`config.mk`:
```
export PLATFORM = sky130hd
export DESIGN_NAME = tsc_ctrl
export DESIGN_NICKNAME = d
export VERILOG_FILES = /design/src/tsc_pkg.sv /design/src/tsc_tick_if.sv /design/src/tsc_clk_div.sv /design/src/tsc_watchdog.sv /design/src/tsc_ctrl.sv
export VERILOG_INCLUDE_DIRS = /design/src
export SDC_FILE = /design/constraint.sdc
export NUM_CORES = 1
export LEC_CHECK = 0
export BUFFER_PORTS_ARGS = -buffer_cell sky130_fd_sc_hd__buf_2
export CAP_MARGIN = 20
export CORE_AREA = 5 5 253 193
export CTS_CLUSTER_DIAMETER = 100
export DETAILED_ROUTE_END_ITERATION = 12
export DIE_AREA = 0 0 258 198
export GPL_ROUTABILITY_DRIVEN = 1
export HOLD_SLACK_MARGIN = 0.02
export SLEW_MARGIN = 20
export SYNTH_ARGS = -nofsm -noshare
export SYNTH_HDL_FRONTEND = slang
export SYNTH_SLANG_ARGS = --single-unit
```
`constraint.sdc`:
```
create_clock -name i_sys_clk -period 4.4 [get_ports i_sys_clk]
set_input_delay 0.44 -clock i_sys_clk [delete_from_list [all_inputs] [get_ports i_sys_clk]]
set_output_delay 0.44 -clock i_sys_clk [all_outputs]
set_load 0.005 [all_outputs]
```
`src/tsc_regs.svh`:
```
// Purpose: register offsets, field positions, reset values and timing counts
// Assumes: registers sit at word indices on a plain strobe port
// Notes:   included by the sequencer control top and the watchdog
`ifndef TSC_REGS_SVH
`define TSC_REGS_SVH

`define TSC_OFF_CTL        4'h0
`define TSC_OFF_CFG        4'h1
`define TSC_OFF_BCAST      4'h2
`define TSC_OFF_SDLIM      4'h3

`define TSC_RST_WORD       16'h0000

`define TSC_CTL_ON         15
`define TSC_CTL_SIDL       13
`define TSC_CTL_TOGL       12
`define TSC_CTL_SWT        10
`define TSC_CTL_SSEN       9
`define TSC_CTL_IVIS       8
`define TSC_CTL_STRT       7
`define TSC_CTL_WDTO       6
`define TSC_CTL_ITM_HI     1
`define TSC_CTL_ITM_LO     0

`define TSC_CFG_CLK_HI     15
`define TSC_CFG_CLK_LO     13
`define TSC_CFG_DIV_HI     12
`define TSC_CFG_DIV_LO     8
`define TSC_CFG_PWD_HI     7
`define TSC_CFG_PWD_LO     4
`define TSC_CFG_WDT_HI     2
`define TSC_CFG_WDT_LO     0

`define TSC_BC_ADC_HI      15
`define TSC_BC_ADC_LO      12
`define TSC_BC_IC_HI       11
`define TSC_BC_IC_LO       8
`define TSC_BC_OCCLK_HI    7
`define TSC_BC_OCCLK_LO    4
`define TSC_BC_OCSYNC_HI   3
`define TSC_BC_OCSYNC_LO   0

// shortest watchdog span, in sequencer clocks, at select code 001
`define TSC_WDT_BASE       10'h008

`endif

```
`src/tsc_pkg.sv`:
```
// Purpose: shared types of the trigger sequencer control block
// Assumes: nothing
// Notes:   constants live in tsc_regs.svh
package tsc_pkg;

   typedef enum logic [1:0] {
      ST_READY = 2'b00,
      ST_WAIT  = 2'b01,
      ST_DELAY = 2'b10
   } tsc_state_t;

   typedef enum logic [2:0] {
      CMD_EMIT_TRIGGER = 3'b000,
      CMD_WAIT_HIGH    = 3'b001,
      CMD_WAIT_LOW     = 3'b010,
      CMD_CTRL_SWTRIG  = 3'b011,
      CMD_CTRL_BCAST   = 3'b100
   } tsc_cmd_t;

endpackage

```
`src/tsc_tick_if.sv`:
```
// Purpose: carries clock selection, sequencer tick and watchdog between parts
// Assumes: single clock domain
// Notes:   top drives configuration, leaves return tick and expiry
`timescale 1ns/1ps
`default_nettype none
interface tsc_tick_if;
   logic       active;
   logic [2:0] clk_sel;
   logic [4:0] div;
   logic       tick;
   logic [2:0] wdt_sel;
   logic       wd_run;
   logic       wd_expire;
   modport top_mp (output active, clk_sel, div, wdt_sel, wd_run, input tick, wd_expire);
   modport div_mp (input active, clk_sel, div, output tick);
   modport wdt_mp (input active, tick, wdt_sel, wd_run, output wd_expire);
endinterface
`default_nettype wire

```
`src/tsc_clk_div.sv`:
```
// Purpose: picks the sequencer clock source and divides it into a tick
// Assumes: source ticks are one-cycle enables on i_sys_clk
// Notes:   reserved source codes give no tick at all
`timescale 1ns/1ps
`default_nettype none
module tsc_clk_div (
   input  wire logic       i_sys_clk,   // system clock
   input  wire logic       i_rst,       // sync reset
   input  wire logic       i_osc_tick,  // oscillator enable
   input  wire logic       i_adc_tick,  // adc conversion clock enable
   input  wire logic [2:0] i_tmr_tick,  // timer 1..3 clock enables
   tsc_tick_if.div_mp      bus          // tick link
);
   logic [4:0] cnt_reg;
   logic       src_tick;

   assign src_tick = (bus.clk_sel == 3'h0) ? 1'b1 :
                     (bus.clk_sel == 3'h1) ? i_osc_tick :
                     (bus.clk_sel == 3'h2) ? i_adc_tick :
                     (bus.clk_sel == 3'h3) ? i_tmr_tick[0] :
                     (bus.clk_sel == 3'h4) ? i_tmr_tick[1] :
                     (bus.clk_sel == 3'h5) ? i_tmr_tick[2] : 1'b0;
   assign bus.tick = bus.active && src_tick && (cnt_reg == bus.div);

   always_ff @(posedge i_sys_clk)
   begin
      if (i_rst || !bus.active)
         cnt_reg <= 5'h0;
      else if (src_tick)
         cnt_reg <= (cnt_reg == bus.div) ? 5'h0 : cnt_reg + 5'h1;
   end
endmodule
`default_nettype wire

```
`src/tsc_watchdog.sv`:
```
// Purpose: sequencer watchdog, counts ticks while a step waits on a trigger
// Assumes: tick is a one-cycle enable
// Notes:   expiry is a one-cycle pulse; the caller holds the sticky flag
`timescale 1ns/1ps
`default_nettype none
`include "tsc_regs.svh"
module tsc_watchdog (
   input  wire logic  i_sys_clk,   // system clock
   input  wire logic  i_rst,       // sync reset
   tsc_tick_if.wdt_mp bus          // tick link
);
   logic [9:0] cnt_reg;
   logic [9:0] limit;

   assign limit = (bus.wdt_sel == 3'h0) ? 10'h0 :
                  (`TSC_WDT_BASE << (bus.wdt_sel - 3'h1));
   assign bus.wd_expire = bus.wd_run && bus.tick && (limit != 10'h0)
                          && (cnt_reg == limit - 10'h1);

   always_ff @(posedge i_sys_clk)
   begin
      if (i_rst || !bus.wd_run || !bus.active)
         cnt_reg <= 10'h0;
      else if (bus.tick)
         cnt_reg <= cnt_reg + 10'h1;
   end
endmodule
`default_nettype wire

```
`src/tsc_ctrl.sv`:
```
// Purpose: control, configuration and broadcast layer of a trigger sequencer
// Assumes: step commands arrive decoded from a queue outside; inputs are on i_sys_clk
// Notes:   register port answers a read one cycle after the strobe
// What this block does
// - module runs only while enable bit set
// - halt-in-idle stops sequencer on device idle
// - toggle mode inverts addressed trigger output
// - pulse mode emits one pulse per trigger
// - software trigger set by one, consumed by control
// - single-step executes one step then stops
// - visibility on: limit reads return live counter
// - visibility off: limit reads return written value
// - start bit runs steps continuously, clear stops
// - watchdog expiry sets sticky timeout flag
// - modes 10/11 level detect, 11 skips delay
// - modes 00/01 edge detect, 01 skips delay
// - input mode touches only wait commands
// - clock source select picks sequencer clock
// - prescaler divides source by value plus one
// - pulse lasts width field plus one ticks
// - watchdog off at 000, else 8..512 ticks
// - adc broadcast bits pulse outputs 12 to 15
// - capture broadcast bits send sync events
// - compare clock broadcast bits send clock pulses
// - compare trigger broadcast bits send sync events
// - broadcast enables used only by broadcast command
// - configuration read-only while enabled and started
`timescale 1ns/1ps
`default_nettype none
`include "tsc_regs.svh"
module tsc_ctrl #(
   parameter int N_LINES = 16     // trigger inputs and outputs
) (
   input  wire logic               i_sys_clk,    // 100 MHz clock
   input  wire logic               i_rst,        // sync reset, high
   input  wire logic [3:0]         i_addr,       // register index
   input  wire logic [15:0]        i_wr_data,    // write data
   input  wire logic               i_wr_en,      // write strobe
   input  wire logic               i_rd_en,      // read strobe
   output logic      [15:0]        o_rd_data,    // read data, next cycle
   input  wire logic               i_dev_idle,   // device in idle
   input  wire logic               i_osc_tick,   // oscillator clock enable
   input  wire logic               i_adc_tick,   // adc conversion clock enable
   input  wire logic [2:0]         i_tmr_tick,   // timer clock enables
   input  wire logic               i_step_valid, // step offered
   input  wire tsc_pkg::tsc_cmd_t  i_step_kind,  // step command
   input  wire logic [3:0]         i_step_arg,   // line selected by step
   output logic                    o_step_ready, // step accepted this cycle
   output logic                    o_step_done,  // step finished pulse
   input  wire logic [N_LINES-1:0] i_in_trig,    // input triggers
   output logic      [N_LINES-1:0] o_trig_line,  // trigger outputs
   output logic      [3:0]         o_ic_sync,    // capture sync events
   output logic      [3:0]         o_oc_clk,     // compare clock pulses
   output logic      [3:0]         o_oc_sync,    // compare sync events
   output logic                    o_active,     // module running
   output logic                    o_wd_timeout  // sticky watchdog flag
);
   ////////////////////////////////////////////////////////////////////////////
   logic                on_reg, sidl_reg, togl_reg, swt_reg, ssen_reg;
   logic                ivis_reg, strt_reg, wdto_reg;
   logic [1:0]          itm_reg;
   logic [15:0]         cfg_reg, bcast_reg, sdlim_reg, delay_cnt_reg;
   logic [15:0]         rd_word, rd_data_reg;
   tsc_pkg::tsc_state_t state_reg, state_next;
   tsc_pkg::tsc_cmd_t   cmd_reg;
   logic [3:0]          arg_reg;
   logic [N_LINES-1:0]  prev_reg, line_reg, fire_vec;
   logic [3:0]          ic_reg, occlk_reg, ocsync_reg;
   logic [3:0]          pwd;
   logic                active, running, locked, step_take, step_end;
   logic                wr_ctl, wr_cfg, wr_bcast, wr_sdlim;
   logic                in_lvl, in_edge, wait_met, skip_delay, swt_consume;
   tsc_tick_if          tk ();

   assign active     = on_reg && !(sidl_reg && i_dev_idle);
   assign running    = active && strt_reg;
   assign locked     = on_reg && strt_reg;
   assign pwd        = cfg_reg[`TSC_CFG_PWD_HI:`TSC_CFG_PWD_LO];
   assign o_active   = active;
   assign o_step_ready = running && (state_reg == tsc_pkg::ST_READY);
   assign step_take  = i_step_valid && o_step_ready;

   ////////////////////////////////////////////////////////////////////////////
   // clock selection and watchdog
   assign tk.active  = active;
   assign tk.clk_sel = cfg_reg[`TSC_CFG_CLK_HI:`TSC_CFG_CLK_LO];
   assign tk.div     = cfg_reg[`TSC_CFG_DIV_HI:`TSC_CFG_DIV_LO];
   assign tk.wdt_sel = cfg_reg[`TSC_CFG_WDT_HI:`TSC_CFG_WDT_LO];
   assign tk.wd_run  = running && (state_reg == tsc_pkg::ST_WAIT);

   tsc_clk_div u_div (
      .i_sys_clk  (i_sys_clk),
      .i_rst      (i_rst),
      .i_osc_tick (i_osc_tick),
      .i_adc_tick (i_adc_tick),
      .i_tmr_tick (i_tmr_tick),
      .bus        (tk)
   );

   tsc_watchdog u_wdt (
      .i_sys_clk (i_sys_clk),
      .i_rst     (i_rst),
      .bus       (tk)
   );

   ////////////////////////////////////////////////////////////////////////////
   // register port
   assign wr_ctl   = i_wr_en && (i_addr == `TSC_OFF_CTL);
   assign wr_cfg   = i_wr_en && (i_addr == `TSC_OFF_CFG) && !locked;
   assign wr_bcast = i_wr_en && (i_addr == `TSC_OFF_BCAST) && !locked;
   assign wr_sdlim = i_wr_en && (i_addr == `TSC_OFF_SDLIM) && !locked;

   always_comb
   begin
      rd_word = 16'h0000;
      if (i_addr == `TSC_OFF_CTL)
      begin
         rd_word[`TSC_CTL_ON]   = on_reg;
         rd_word[`TSC_CTL_SIDL] = sidl_reg;
         rd_word[`TSC_CTL_TOGL] = togl_reg;
         rd_word[`TSC_CTL_SWT]  = swt_reg;
         rd_word[`TSC_CTL_SSEN] = ssen_reg;
         rd_word[`TSC_CTL_IVIS] = ivis_reg;
         rd_word[`TSC_CTL_STRT] = strt_reg;
         rd_word[`TSC_CTL_WDTO] = wdto_reg;
         rd_word[`TSC_CTL_ITM_HI:`TSC_CTL_ITM_LO] = itm_reg;
      end
      else if (i_addr == `TSC_OFF_CFG)
         rd_word = cfg_reg & 16'hfff7;
      else if (i_addr == `TSC_OFF_BCAST)
         rd_word = bcast_reg;
      else if (i_addr == `TSC_OFF_SDLIM)
         rd_word = ivis_reg ? delay_cnt_reg : sdlim_reg;
   end

   always_ff @(posedge i_sys_clk)
   begin
      if (i_rst)
         rd_data_reg <= `TSC_RST_WORD;
      else if (i_rd_en)
         rd_data_reg <= rd_word;
      else
         rd_data_reg <= 16'h0000;
   end
   assign o_rd_data = rd_data_reg;

   // control bits; hardware sets beat a software clear in the same cycle
   always_ff @(posedge i_sys_clk)
   begin
      if (i_rst)
      begin
         on_reg   <= 1'b0;
         sidl_reg <= 1'b0;
         togl_reg <= 1'b0;
         ssen_reg <= 1'b0;
         ivis_reg <= 1'b0;
         strt_reg <= 1'b0;
         itm_reg  <= 2'b00;
      end
      else if (wr_ctl)
      begin
         on_reg   <= i_wr_data[`TSC_CTL_ON];
         sidl_reg <= i_wr_data[`TSC_CTL_SIDL];
         togl_reg <= i_wr_data[`TSC_CTL_TOGL];
         ssen_reg <= i_wr_data[`TSC_CTL_SSEN];
         ivis_reg <= i_wr_data[`TSC_CTL_IVIS];
         strt_reg <= i_wr_data[`TSC_CTL_STRT];
         itm_reg  <= i_wr_data[`TSC_CTL_ITM_HI:`TSC_CTL_ITM_LO];
      end
      else if (step_end && ssen_reg)
         strt_reg <= 1'b0;
   end

   always_ff @(posedge i_sys_clk)
   begin
      if (i_rst)
      begin
         swt_reg  <= 1'b0;
         wdto_reg <= 1'b0;
      end
      else
      begin
         swt_reg  <= (wr_ctl && i_wr_data[`TSC_CTL_SWT]) || (swt_reg && !swt_consume);
         wdto_reg <= tk.wd_expire ||
                     (wdto_reg && !(wr_ctl && !i_wr_data[`TSC_CTL_WDTO]));
      end
   end

   always_ff @(posedge i_sys_clk)
   begin
      if (i_rst)
      begin
         cfg_reg   <= `TSC_RST_WORD;
         bcast_reg <= `TSC_RST_WORD;
         sdlim_reg <= `TSC_RST_WORD;
      end
      else
      begin
         if (wr_cfg)
            cfg_reg <= i_wr_data;
         if (wr_bcast)
            bcast_reg <= i_wr_data;
         if (wr_sdlim)
            sdlim_reg <= i_wr_data;
      end
   end
   assign o_wd_timeout = wdto_reg;

   ////////////////////////////////////////////////////////////////////////////
   // step sequencing: trigger waits follow the input mode, software-trigger waits look at swt_reg
   assign in_lvl   = i_in_trig[arg_reg];
   assign in_edge  = (cmd_reg == tsc_pkg::CMD_WAIT_HIGH) ? (in_lvl && !prev_reg[arg_reg])
                                                          : (!in_lvl && prev_reg[arg_reg]);
   assign wait_met = (cmd_reg == tsc_pkg::CMD_CTRL_SWTRIG) ? swt_reg :
                     itm_reg[1] ? (in_lvl == (cmd_reg == tsc_pkg::CMD_WAIT_HIGH))
                                : in_edge;
   assign skip_delay  = (cmd_reg != tsc_pkg::CMD_CTRL_SWTRIG) && itm_reg[0];
   assign swt_consume = running && tk.tick && (state_reg == tsc_pkg::ST_WAIT)
                        && (cmd_reg == tsc_pkg::CMD_CTRL_SWTRIG) && swt_reg;

   always_comb
   begin
      state_next = state_reg;
      case (state_reg)
         tsc_pkg::ST_READY:
            if (step_take)
               state_next = (i_step_kind == tsc_pkg::CMD_EMIT_TRIGGER ||
                             i_step_kind == tsc_pkg::CMD_CTRL_BCAST) ? tsc_pkg::ST_DELAY
                                                                      : tsc_pkg::ST_WAIT;
         tsc_pkg::ST_WAIT:
            if (tk.wd_expire)
               state_next = tsc_pkg::ST_READY;
            else if (tk.tick && wait_met)
               state_next = skip_delay ? tsc_pkg::ST_READY : tsc_pkg::ST_DELAY;
         tsc_pkg::ST_DELAY:
            if (tk.tick && delay_cnt_reg == sdlim_reg)
               state_next = tsc_pkg::ST_READY;
         default:
            state_next = tsc_pkg::ST_READY;
      endcase
   end
   assign step_end    = running && (state_reg != tsc_pkg::ST_READY)
                        && (state_next == tsc_pkg::ST_READY);
   assign o_step_done = step_end;

   always_ff @(posedge i_sys_clk)
   begin
      if (i_rst || !running)
         state_reg <= tsc_pkg::ST_READY;
      else
         state_reg <= state_next;
   end

   always_ff @(posedge i_sys_clk)
   begin
      if (i_rst)
      begin
         cmd_reg  <= tsc_pkg::CMD_EMIT_TRIGGER;
         arg_reg  <= 4'h0;
         prev_reg <= '0;
      end
      else
      begin
         if (step_take)
         begin
            cmd_reg <= i_step_kind;
            arg_reg <= i_step_arg;
         end
         if (tk.tick)
            prev_reg <= i_in_trig;
      end
   end

   // live step delay counter, visible through the limit register
   always_ff @(posedge i_sys_clk)
   begin
      if (i_rst || state_reg != tsc_pkg::ST_DELAY)
         delay_cnt_reg <= 16'h0000;
      else if (tk.tick)
         delay_cnt_reg <= delay_cnt_reg + 16'h0001;
   end

   ////////////////////////////////////////////////////////////////////////////
   // trigger outputs and broadcast events
   assign fire_vec = !step_take ? '0 :
                     (i_step_kind == tsc_pkg::CMD_EMIT_TRIGGER) ? (N_LINES'(1) << i_step_arg) :
                     (i_step_kind == tsc_pkg::CMD_CTRL_BCAST) ?
                        (N_LINES'(bcast_reg[`TSC_BC_ADC_HI:`TSC_BC_ADC_LO]) << 12) : '0;

   genvar g;
   generate
      for (g = 0; g < N_LINES; g = g + 1)
      begin : g_line
         logic [3:0] cnt_reg;
         always_ff @(posedge i_sys_clk)
         begin
            if (i_rst || !active)
            begin
               line_reg[g] <= 1'b0;
               cnt_reg     <= 4'h0;
            end
            else if (fire_vec[g] && togl_reg)
               line_reg[g] <= !line_reg[g];
            else if (fire_vec[g])
            begin
               line_reg[g] <= 1'b1;
               cnt_reg     <= pwd;
            end
            else if (line_reg[g] && !togl_reg && tk.tick)
            begin
               if (cnt_reg == 4'h0)
                  line_reg[g] <= 1'b0;
               else
                  cnt_reg <= cnt_reg - 4'h1;
            end
         end
      end
   endgenerate
   assign o_trig_line = line_reg;

   always_ff @(posedge i_sys_clk)
   begin
      if (i_rst || !(step_take && i_step_kind == tsc_pkg::CMD_CTRL_BCAST))
      begin
         ic_reg     <= 4'h0;
         occlk_reg  <= 4'h0;
         ocsync_reg <= 4'h0;
      end
      else
      begin
         ic_reg     <= bcast_reg[`TSC_BC_IC_HI:`TSC_BC_IC_LO];
         occlk_reg  <= bcast_reg[`TSC_BC_OCCLK_HI:`TSC_BC_OCCLK_LO];
         ocsync_reg <= bcast_reg[`TSC_BC_OCSYNC_HI:`TSC_BC_OCSYNC_LO];
      end
   end
   assign o_ic_sync = ic_reg;
   assign o_oc_clk  = occlk_reg;
   assign o_oc_sync = ocsync_reg;
endmodule
`default_nettype wire

```
### Word level (Yosys, flattened, before mapping)

Index checks and enable logic that the tools add are counted.

* register bits after elaboration: 222
* bits of input ports: 54

* add/subtract/negate cells: 21
* reduce and logical (&&, ||, !) cells: 229
* magnitude comparators: 1
* bitwise operators: 17
* eq/ne operators: 35
* multiplexer cells: 147
* shifts and indexed selects: 2

Operator list (count)
* 2-to-1 mux 4 bit: 48
* 2-to-1 mux 16 bit: 7
* nonzero test 3 bit: 32
* logical AND 1 bit: 84
* 2-to-1 mux 1 bit: 78
* logical NOT 4 bit: 17
* subtractor 4 x 1 -> 4 bit, second input constant: 16
* AND reduction 3 bit: 16
* nonzero test 2 bit: 18
* != test 2 bit, second input constant: 17
* AND reduction 2 bit: 16
* logical NOT 1 bit: 28
* inverter 1 bit: 17
* adder 16 x 1 -> 16 bit, second input constant: 1
* equality test 16 bit: 1
* 2-to-1 mux 2 bit: 8
* left shift 1 x 4 -> 16 bit, first input constant: 1
* adder 10 x 1 -> 10 bit, second input constant: 1
* equality test 10 bit: 1
* 2-to-1 mux 10 bit: 1
* 2-to-1 mux 5 bit: 2
* nonzero test 10 bit: 1
* left shift 4 x 3 -> 10 bit, first input constant: 1
* subtractor 10 x 1 -> 10 bit, second input constant: 1
* 21 further kinds: 39

### Depth between registers and ports, before layout

Gate-level depths: netlist of the first run.

* word-level depth: 19
* depth in mapped cells: 10

### Hierarchy

A second synthesis of the first run with hierarchy kept.

* cell total of the unflattened synthesis: 1417
* area, all modules: 11622.4 µm²

Modules (own cells, without submodules)
* tsc_ctrl: instances 1, seq. area each 4124.0 µm², cells an instance 1287, area each 10540.1 µm²
* tsc_watchdog: instances 1, seq. area each 200.2 µm², cells an instance 87, area each 691.9 µm²
* tsc_clk_div: instances 1, seq. area each 100.1 µm², cells an instance 43, area each 390.4 µm²

### Least setup slack after synthesis of the first run

OpenSTA, ideal clock, no wires.

* path type: register to output
* start point: register cfg_reg[1]
* end point: output port o_step_done
* data arrival time: 2.414 ns
* required time: 3.960 ns
* slack: 1.546 ns
* stages on the path, launching flop included: 10
* cell sequence: dfxtp_1 -> clkbuf_1 -> or3b_2 -> ha_1 -> nor4bb_1 -> a31oi_1 -> xnor2_1 -> nor4_1 -> a21o_1 -> o211a_4

* word-level cells in the longest chain between the ends: 10
* elaborated cells on any way between the ends: 13
* those cells by class: add/sub: 2; eq/ne: 1; shift: 1; mux: 3; reduce/logical: 6

Ends and longest elaborated chain
* from (decl): line tsc_ctrl.sv:62 `logic [15:0] cfg_reg, bcast_reg, sdlim_reg, delay_cnt_reg;`
* from (signal assigned): line tsc_ctrl.sv:193 `` cfg_reg <= `TSC_RST_WORD; ``
* from (signal assigned): line tsc_ctrl.sv:200 `cfg_reg <= i_wr_data;`
* subtractor 3 x 1 -> 3 bit: line tsc_watchdog.sv:16 `` (`TSC_WDT_BASE << (bus.wdt_sel - 3'h1)); ``
* left shift 4 x 3 -> 10 bit (no line)
* 2-to-1 mux 10 bit (*): line tsc_watchdog.sv:15 `assign limit = (bus.wdt_sel == 3'h0) ? 10'h0 :`
* subtractor 10 x 1 -> 10 bit or nonzero test 10 bit (tied branches): line tsc_watchdog.sv:18, tsc_watchdog.sv:17
* equality test 10 bit or logical AND 1 bit (tied branches): line tsc_watchdog.sv:18, tsc_watchdog.sv:17
* logical AND 1 bit (*): line tsc_watchdog.sv:18 `&& (cnt_reg == limit - 10'h1);`
* 2-to-1 mux 2 bit (*): line tsc_ctrl.sv:231 `if (tk.wd_expire)`
* one-hot mux 2 bit (3 select lines) (*): line tsc_ctrl.sv:224 `case (state_reg)`
* logical NOT 2 bit (*): line tsc_ctrl.sv:243 `&& (state_next == tsc_pkg::ST_READY);`
* logical AND 1 bit (*): line tsc_ctrl.sv:243
* to (decl): line tsc_ctrl.sv:49 `output logic o_step_done,`

Mark *: on every way between the ends. The rest lies on a longest branch, timed or not.

### Final worst setup path of the first run

* start point: register arg_reg[1]
* end point: output port o_step_done

* word-level cells in the longest chain between the ends: 13
* elaborated cells on any way between the ends: 18
* those cells by class: eq/ne: 1; mux: 10; reduce/logical: 7

Ends and longest elaborated chain
* from (decl): line tsc_ctrl.sv:66 `logic [3:0] arg_reg;`
* from (signal assigned): line tsc_ctrl.sv:267 `arg_reg <= i_step_arg;`
* binary-select mux 1 bit (select 4 bit) (on tied branches): line tsc_ctrl.sv:211, tsc_ctrl.sv:212, tsc_ctrl.sv:213
* 2-to-1 mux 1 bit (on tied branches): line tsc_ctrl.sv:211, tsc_ctrl.sv:212, tsc_ctrl.sv:213
* logical NOT 1 bit (on tied branches): line tsc_ctrl.sv:213, tsc_ctrl.sv:212
* logical AND 1 bit (on tied branches): line tsc_ctrl.sv:213, tsc_ctrl.sv:212
* 2-to-1 mux 1 bit: line tsc_ctrl.sv:212 `assign in_edge = (cmd_reg == tsc_pkg::CMD_WAIT_HIGH) ? (in_lvl && !prev_reg[arg_reg])`
* 2-to-1 mux 1 bit (*): line tsc_ctrl.sv:215 `itm_reg[1] ? (in_lvl == (cmd_reg == tsc_pkg::CMD_WAIT_HIGH))`
* 2-to-1 mux 1 bit (*): line tsc_ctrl.sv:214 `assign wait_met = (cmd_reg == tsc_pkg::CMD_CTRL_SWTRIG) ? swt_reg :`
* logical AND 1 bit (*): line tsc_ctrl.sv:233 `else if (tk.tick && wait_met)`
* 2-to-1 mux 2 bit (*): line tsc_ctrl.sv:233
* 2-to-1 mux 2 bit (*): line tsc_ctrl.sv:231
* one-hot mux 2 bit (3 select lines) (*): line tsc_ctrl.sv:224
* logical NOT 2 bit (*): line tsc_ctrl.sv:243
* logical AND 1 bit (*): line tsc_ctrl.sv:243

Mark *: on every way between the ends. The rest lies on a longest branch, timed or not. The select of a mux whose other input is x is not followed.

==> flow_summary.ini, run 1 <==
[global_route]
grt_pass1_wl_um = 56800
grt.overflow.total = 0
antenna_found_initial = 4
grt_pass1_vias = 9979
met3_usage = 0.0357
grtUsageTotal = 0.137
met1_usage = 0.199
grt_max_degree = 82
grtUsageMet2 = 0.201
grt-busiest-layer = met2

[clocking]
postCtsHoldBufs = 0
h-tree-depth = 1
cts.sinks = 221
clockRootBuffer = clkbuf_16
post_cts_buffers = 0
ctsResizeCount = 0
clockBufferDepth = 3
clock_latency_ns = 0.56
cts.clk_slew.worst_paths_ns = 0.06
cts_tree = yes
cts_made_buffers = 26

[critical_path]
cp_data_arrival_time_ns = 3.54
required_ns = 3.96
path_max_fanout = 9
cp-end-kind = primary output
crit_type = reg2out
cp-start-kind = flop

[timing]
fin_crit_sh = 0.905
rsz0062_at_grt = no
finalMaxSlewViolations = 0
hold_viol = 0
max_freq_mhz = 251
worst_pin_slew_ns = 1.12
timing.final.crit_period_ns = 3.98
skew_ns = 0.0337
slew_headroom = 0.250
hold_slack_ns = 0.141
finalSetupViolCount = 0
tns_ns = 0

[logic_synthesis]
ys_seq_area_frac = 0.389
syn_area_um2 = 11400
synth_fp_nets = 1492
synth_cells = 1418
synth-edff-count = 0
netlist_top_cells_area = dfxtp_1 (39%), nand2_1 (8.2%), a21oi_1 (7.2%)
ys_warn_count = 0
yosysTopAreaCell = dfxtp_1
yosysUniqueCellTypes = 69
syn-mean-instance-area_um2 = 8.03
synth_async_sr_flop_share = 0
synth_top_area_share = 0.389
ys_ff_latch = 221
synthFlopType = dfxtp_1

[floorplanning]
initial_core_util = 0.248
die_w_um = 258
die_h_um = 198
row_count = 68
dieArea_um2 = 51100
core_area_um2 = 45900
io_pins = 102

[route]
first_iter_violations = 934
drt_wl_total_um = 36300
dr.pass1.iters = 5
vias = 10700
wire_per_inst_um = 17.3
ant_nets = 0
drc = 0
viasPerCell = 5.10

[power]
ir_drop_mv = 0.288
p_leak_nw = 4.62
p_per_area_nw_per_um2 = 332

[finish]
fin_nets = 1558
multi_input_area_um2 = 6460
final_util = 0.291
largest_reg_flops = 64
final-seq-area_um2 = 4430
fill_cells = 4818
layout-drive-gt1-share = 0.157
finalNonFillerCells = 2097
area_delta_synth_final_pct = 17.2

[placed_design]
numPortBuffers = 101
dp_cells = 2051
gp_congestion = 0.814
hpwl_um = 25700

[min_path]
min_path_type = in2reg

[status]
status = complete, no violations

[job]
max_cap_viol_count = 0
## report_power, final
group,internal (mW),switching [mW]
clock network,1.36,0.877
registers,2.01,0.0156
logic,0.0552,0.119
total,3.42,1.01
## area by class of cell
cell class	instances	share of cell area
Tap cell	595	0.0558
Antenna cell	2	0.000375
Sequential cell	221	0.332
Clock buffer	35	0.0558
Timing Repair Buffer	122	0.0497
Inverter	42	0.0118
Clock inverter	9	0.0103
Multi-Input combinational cell	1071	0.484
## per-stage QoR
step           total power, mW  cell area, um^2  setup WS, ns
6_report                  4.43            13300         0.418
3_5_place_dp              2.24            12500         0.977
3_3_place_gp              2.24            12500          1.08
5_1_grt                   4.59            13300         0.258
4_1_cts                   4.48            13300         0.392
2_1_floorplan             2.15            11400          1.55
## per-layer routing
metal / wire length [um] / vias to the layer above
li1: - / 5171
met1: 17100 / 5066
met2: 15000 / 398
met3: 3360 / 58
met4: 827 / 4
met5: 21 / -
## worst max-delay path: stages (launching register included)
cell and delay (ns):
dfxtp_1 0.59, mux4_1 0.62, mux2i_1 0.28, mux2_2 0.40, a2111oi_0 0.50, and4b_1 0.32, o211a_4 0.17, buf_2 0.13
## kinds of logic (layout without fill, tap and decap cells)
kind of cell             count (synthesis)  count (layout)  share of synthesized area
AO/OA/AOI/OAI                          355             355                      0.189
XOR/XNOR                                43              43                     0.0331
adder cells (fa/ha/maj)                 20              20                     0.0220
buffers and inverters                  126             208                     0.0453
flip-flops                             221             221                      0.389
multiplexers                            56              56                     0.0744
other                                    0               2                          0
AND/OR/NAND/NOR                        597             597                      0.248
## synthesized netlist by cell type (all sizes together), types with 7 or more instances
cell type,instances
nand2,250
xor2,17
a21oi,164
buf,17
a21o,10
nand2b,19
nor2b,18
or3,12
o221a,14
nor4,16
and2,22
nor3,29
mux2i,19
a41oi,16
or2,16
and3,13
a31oi,7
mux4,19
nand3,49
xnor2,26
inv,39
o21ai,88
dfxtp,221
a22oi,7
clkbuf,67
nand4,24
mux2,18
nor2,111
ha,20
## placed cells by master, fill, tap and decap left out, drive strengths merged, types with 17 or more instances in the layout
master / count
a21oi: 164
and2: 22
buf: 122
clkbuf: 35
dfxtp: 221
ha: 20
inv: 40
mux2: 18
mux2i: 19
mux4: 19
nand2: 250
nand2b: 19
nand3: 49
nand4: 24
nor2: 111
nor2b: 18
nor3: 29
o21ai: 88
xnor2: 26
xor2: 17
## final timing paths
| check | startpoint | end | slack [ns] | depth (start not counted) |
|---|---|---|---|---|
| max | arg_reg[1] | o_step_done | 0.42 | 7 |
| min | i_wr_data[3] | bcast_reg[3] | 0.14 | 3 |
| max reg2reg | arg_reg[1] | strt_reg | 1.33 | 7 |
| min reg2reg | prev_reg[3] | prev_reg[3] | 0.45 | 2 |
Power figures use the tool's default switching activity.
==> run 2: changes to the inputs <==
--- a/config.mk
+++ b/config.mk
@@ -8,10 +8,10 @@
 export LEC_CHECK = 0
 export BUFFER_PORTS_ARGS = -buffer_cell sky130_fd_sc_hd__buf_2
 export CAP_MARGIN = 20
-export CORE_AREA = 5 5 253 193
+export CORE_AREA = 5 5 220 222
 export CTS_CLUSTER_DIAMETER = 100
 export DETAILED_ROUTE_END_ITERATION = 12
-export DIE_AREA = 0 0 258 198
+export DIE_AREA = 0 0 225 227
 export GPL_ROUTABILITY_DRIVEN = 1
 export HOLD_SLACK_MARGIN = 0.02
 export SLEW_MARGIN = 20
==> run 2 against run 1 <==
  * Total power grew 2.0%
  * Utilization shrank 0.11 points
  * Cell count grew 0.57%
  * Fmax shrank 3.1%
  * First-iteration DRC count shrank 13%
==> flow_summary.ini, run 2 (same netlist as run 1, synthesis figures left out) <==
[status]
status = complete, no violations

[min_path]
min_path_type = in2reg

[timing]
finalSetupViolCount = 0
rsz0062_at_grt = no
tns_ns = 0
finalMaxSlewViolations = 0
timing.final.crit_period_ns = 4.11
worst_pin_slew_ns = 1.09
fin_crit_sh = 0.934
slew_headroom = 0.272
hold_viol = 0
skew_ns = 0.0253
hold_slack_ns = 0.124
max_freq_mhz = 243

[critical_path]
cp-start-kind = flop
cp_data_arrival_time_ns = 3.67
required_ns = 3.96
crit_type = reg2out
path_cells = mux4_1 > mux2i_1 > mux2_2 > a2111oi_0 > and4b_1 > o211a_4 > buf_2
cp_slowest_cell = mux4_1
cp-end-kind = primary output
path_max_fanout = 9
max_stage_delay_ns = 0.62

[clocking]
clock_latency_ns = 0.57
cts.sinks = 221
cts_made_buffers = 27
post_cts_buffers = 0
cts_tree = yes
ctsResizeCount = 0
h-tree-depth = 1
clockBufferDepth = 3
cts.clk_slew.worst_paths_ns = 0.06
clockRootBuffer = clkbuf_16
postCtsHoldBufs = 0

[route]
drt_wl_total_um = 35600
vias = 10600
dr.pass1.iters = 5
drc = 0
wire_per_inst_um = 16.9
first_iter_violations = 814
viasPerCell = 5.01
ant_nets = 0

[floorplanning]
die_h_um = 227
initial_core_util = 0.247
row_count = 79
die_w_um = 225
core_area_um2 = 46200
io_pins = 102
dieArea_um2 = 51100

[finish]
largest_reg_flops = 64
layout-drive-gt1-share = 0.157
area_delta_synth_final_pct = 17.5
fill_cells = 4891
layout_commonest_cell = nand2_1
fin_nets = 1555
final_cell_mix = nand2_1 (250), dfxtp_1 (220), a21oi_1 (163), nor2_1 (108), buf_2 (101)

[global_route]
grt_pass1_wl_um = 55300
grt.overflow.total = 0
grt_pass1_vias = 10200
grtUsageTotal = 0.134
grt_max_degree = 73
antenna_found_initial = 2

[placed_design]
hpwl_um = 24700
numPortBuffers = 101
gp_congestion = 0.826

[power]
ir_drop_mv = 0.289
p_leak_nw = 4.63
p_per_area_nw_per_um2 = 338

[job]
max_cap_viol_count = 0
==> run 2: path summary, 6_finish.rpt <==
check | from | endpoint | slack, ns | cells past startpoint
worst max register to register | arg_reg[1] | strt_reg | 1.24 | 7
worst min-delay path | i_in_trig[2] | prev_reg[2] | 0.12 | 3
worst min register to register | prev_reg[10] | prev_reg[10] | 0.45 | 2
worst max-delay path | arg_reg[1] | o_step_done | 0.29 | 7
==> run 2: final cells by class <==
cell class                      count  area [um^2]  area share
Multi-Input combinational cell   1071         6460       0.483
Sequential cell                   221         4430       0.331
Clock buffer                       37          773      0.0578
Tap cell                          607          759      0.0568
Timing Repair Buffer              118          633      0.0473
Clock inverter                     12          160      0.0120
Inverter                           42          158      0.0118
Antenna cell                        1         2.50    0.000187
==> run 2: worst max-delay path, delay by kind of cell (launching register included) <==
kind / cells / cell delay (ns)
flip-flops: 1 / 0.60
AO/OA/AOI/OAI: 2 / 0.72
buffers and inverters: 1 / 0.13
multiplexers: 3 / 1.38
AND/OR/NAND/NOR: 1 / 0.29
==> run 2: stage by stage <==
stage                     cell area (um^2)  instances  power [mW]   util  setup slack (ns)
after floorplan                      11400       1418        2.15      -              1.55
after global placement               12400       2059        2.24  0.269             0.901
after detailed placement             12400       2059        2.24  0.269             0.902
after CTS                            13400       2108        4.57  0.290             0.290
after global routing                 13400       2108        4.68  0.290             0.106
final                                13400       2109        4.52  0.290             0.290
==> run 2: power by group <==
| part | leakage [nW] | internal [mW] | total (mW) | switching (mW) |
|---|---|---|---|---|
| Clock | 0.466 | 1.41 | 2.32 | 0.914 |
| Sequential | 1.78 | 2.01 | 2.02 | 0.0135 |
| Combinational | 2.38 | 0.0557 | 0.173 | 0.118 |
==> run 2: layer usage <==
layer,global-route usage,share of wire,up-vias
met3,0.0202,0.062,79
met1,0.180,0.45,5006
li1,-,-,5152
met5,0,0.00037,-
met2,0.214,0.45,328
met4,0.0574,0.037,2
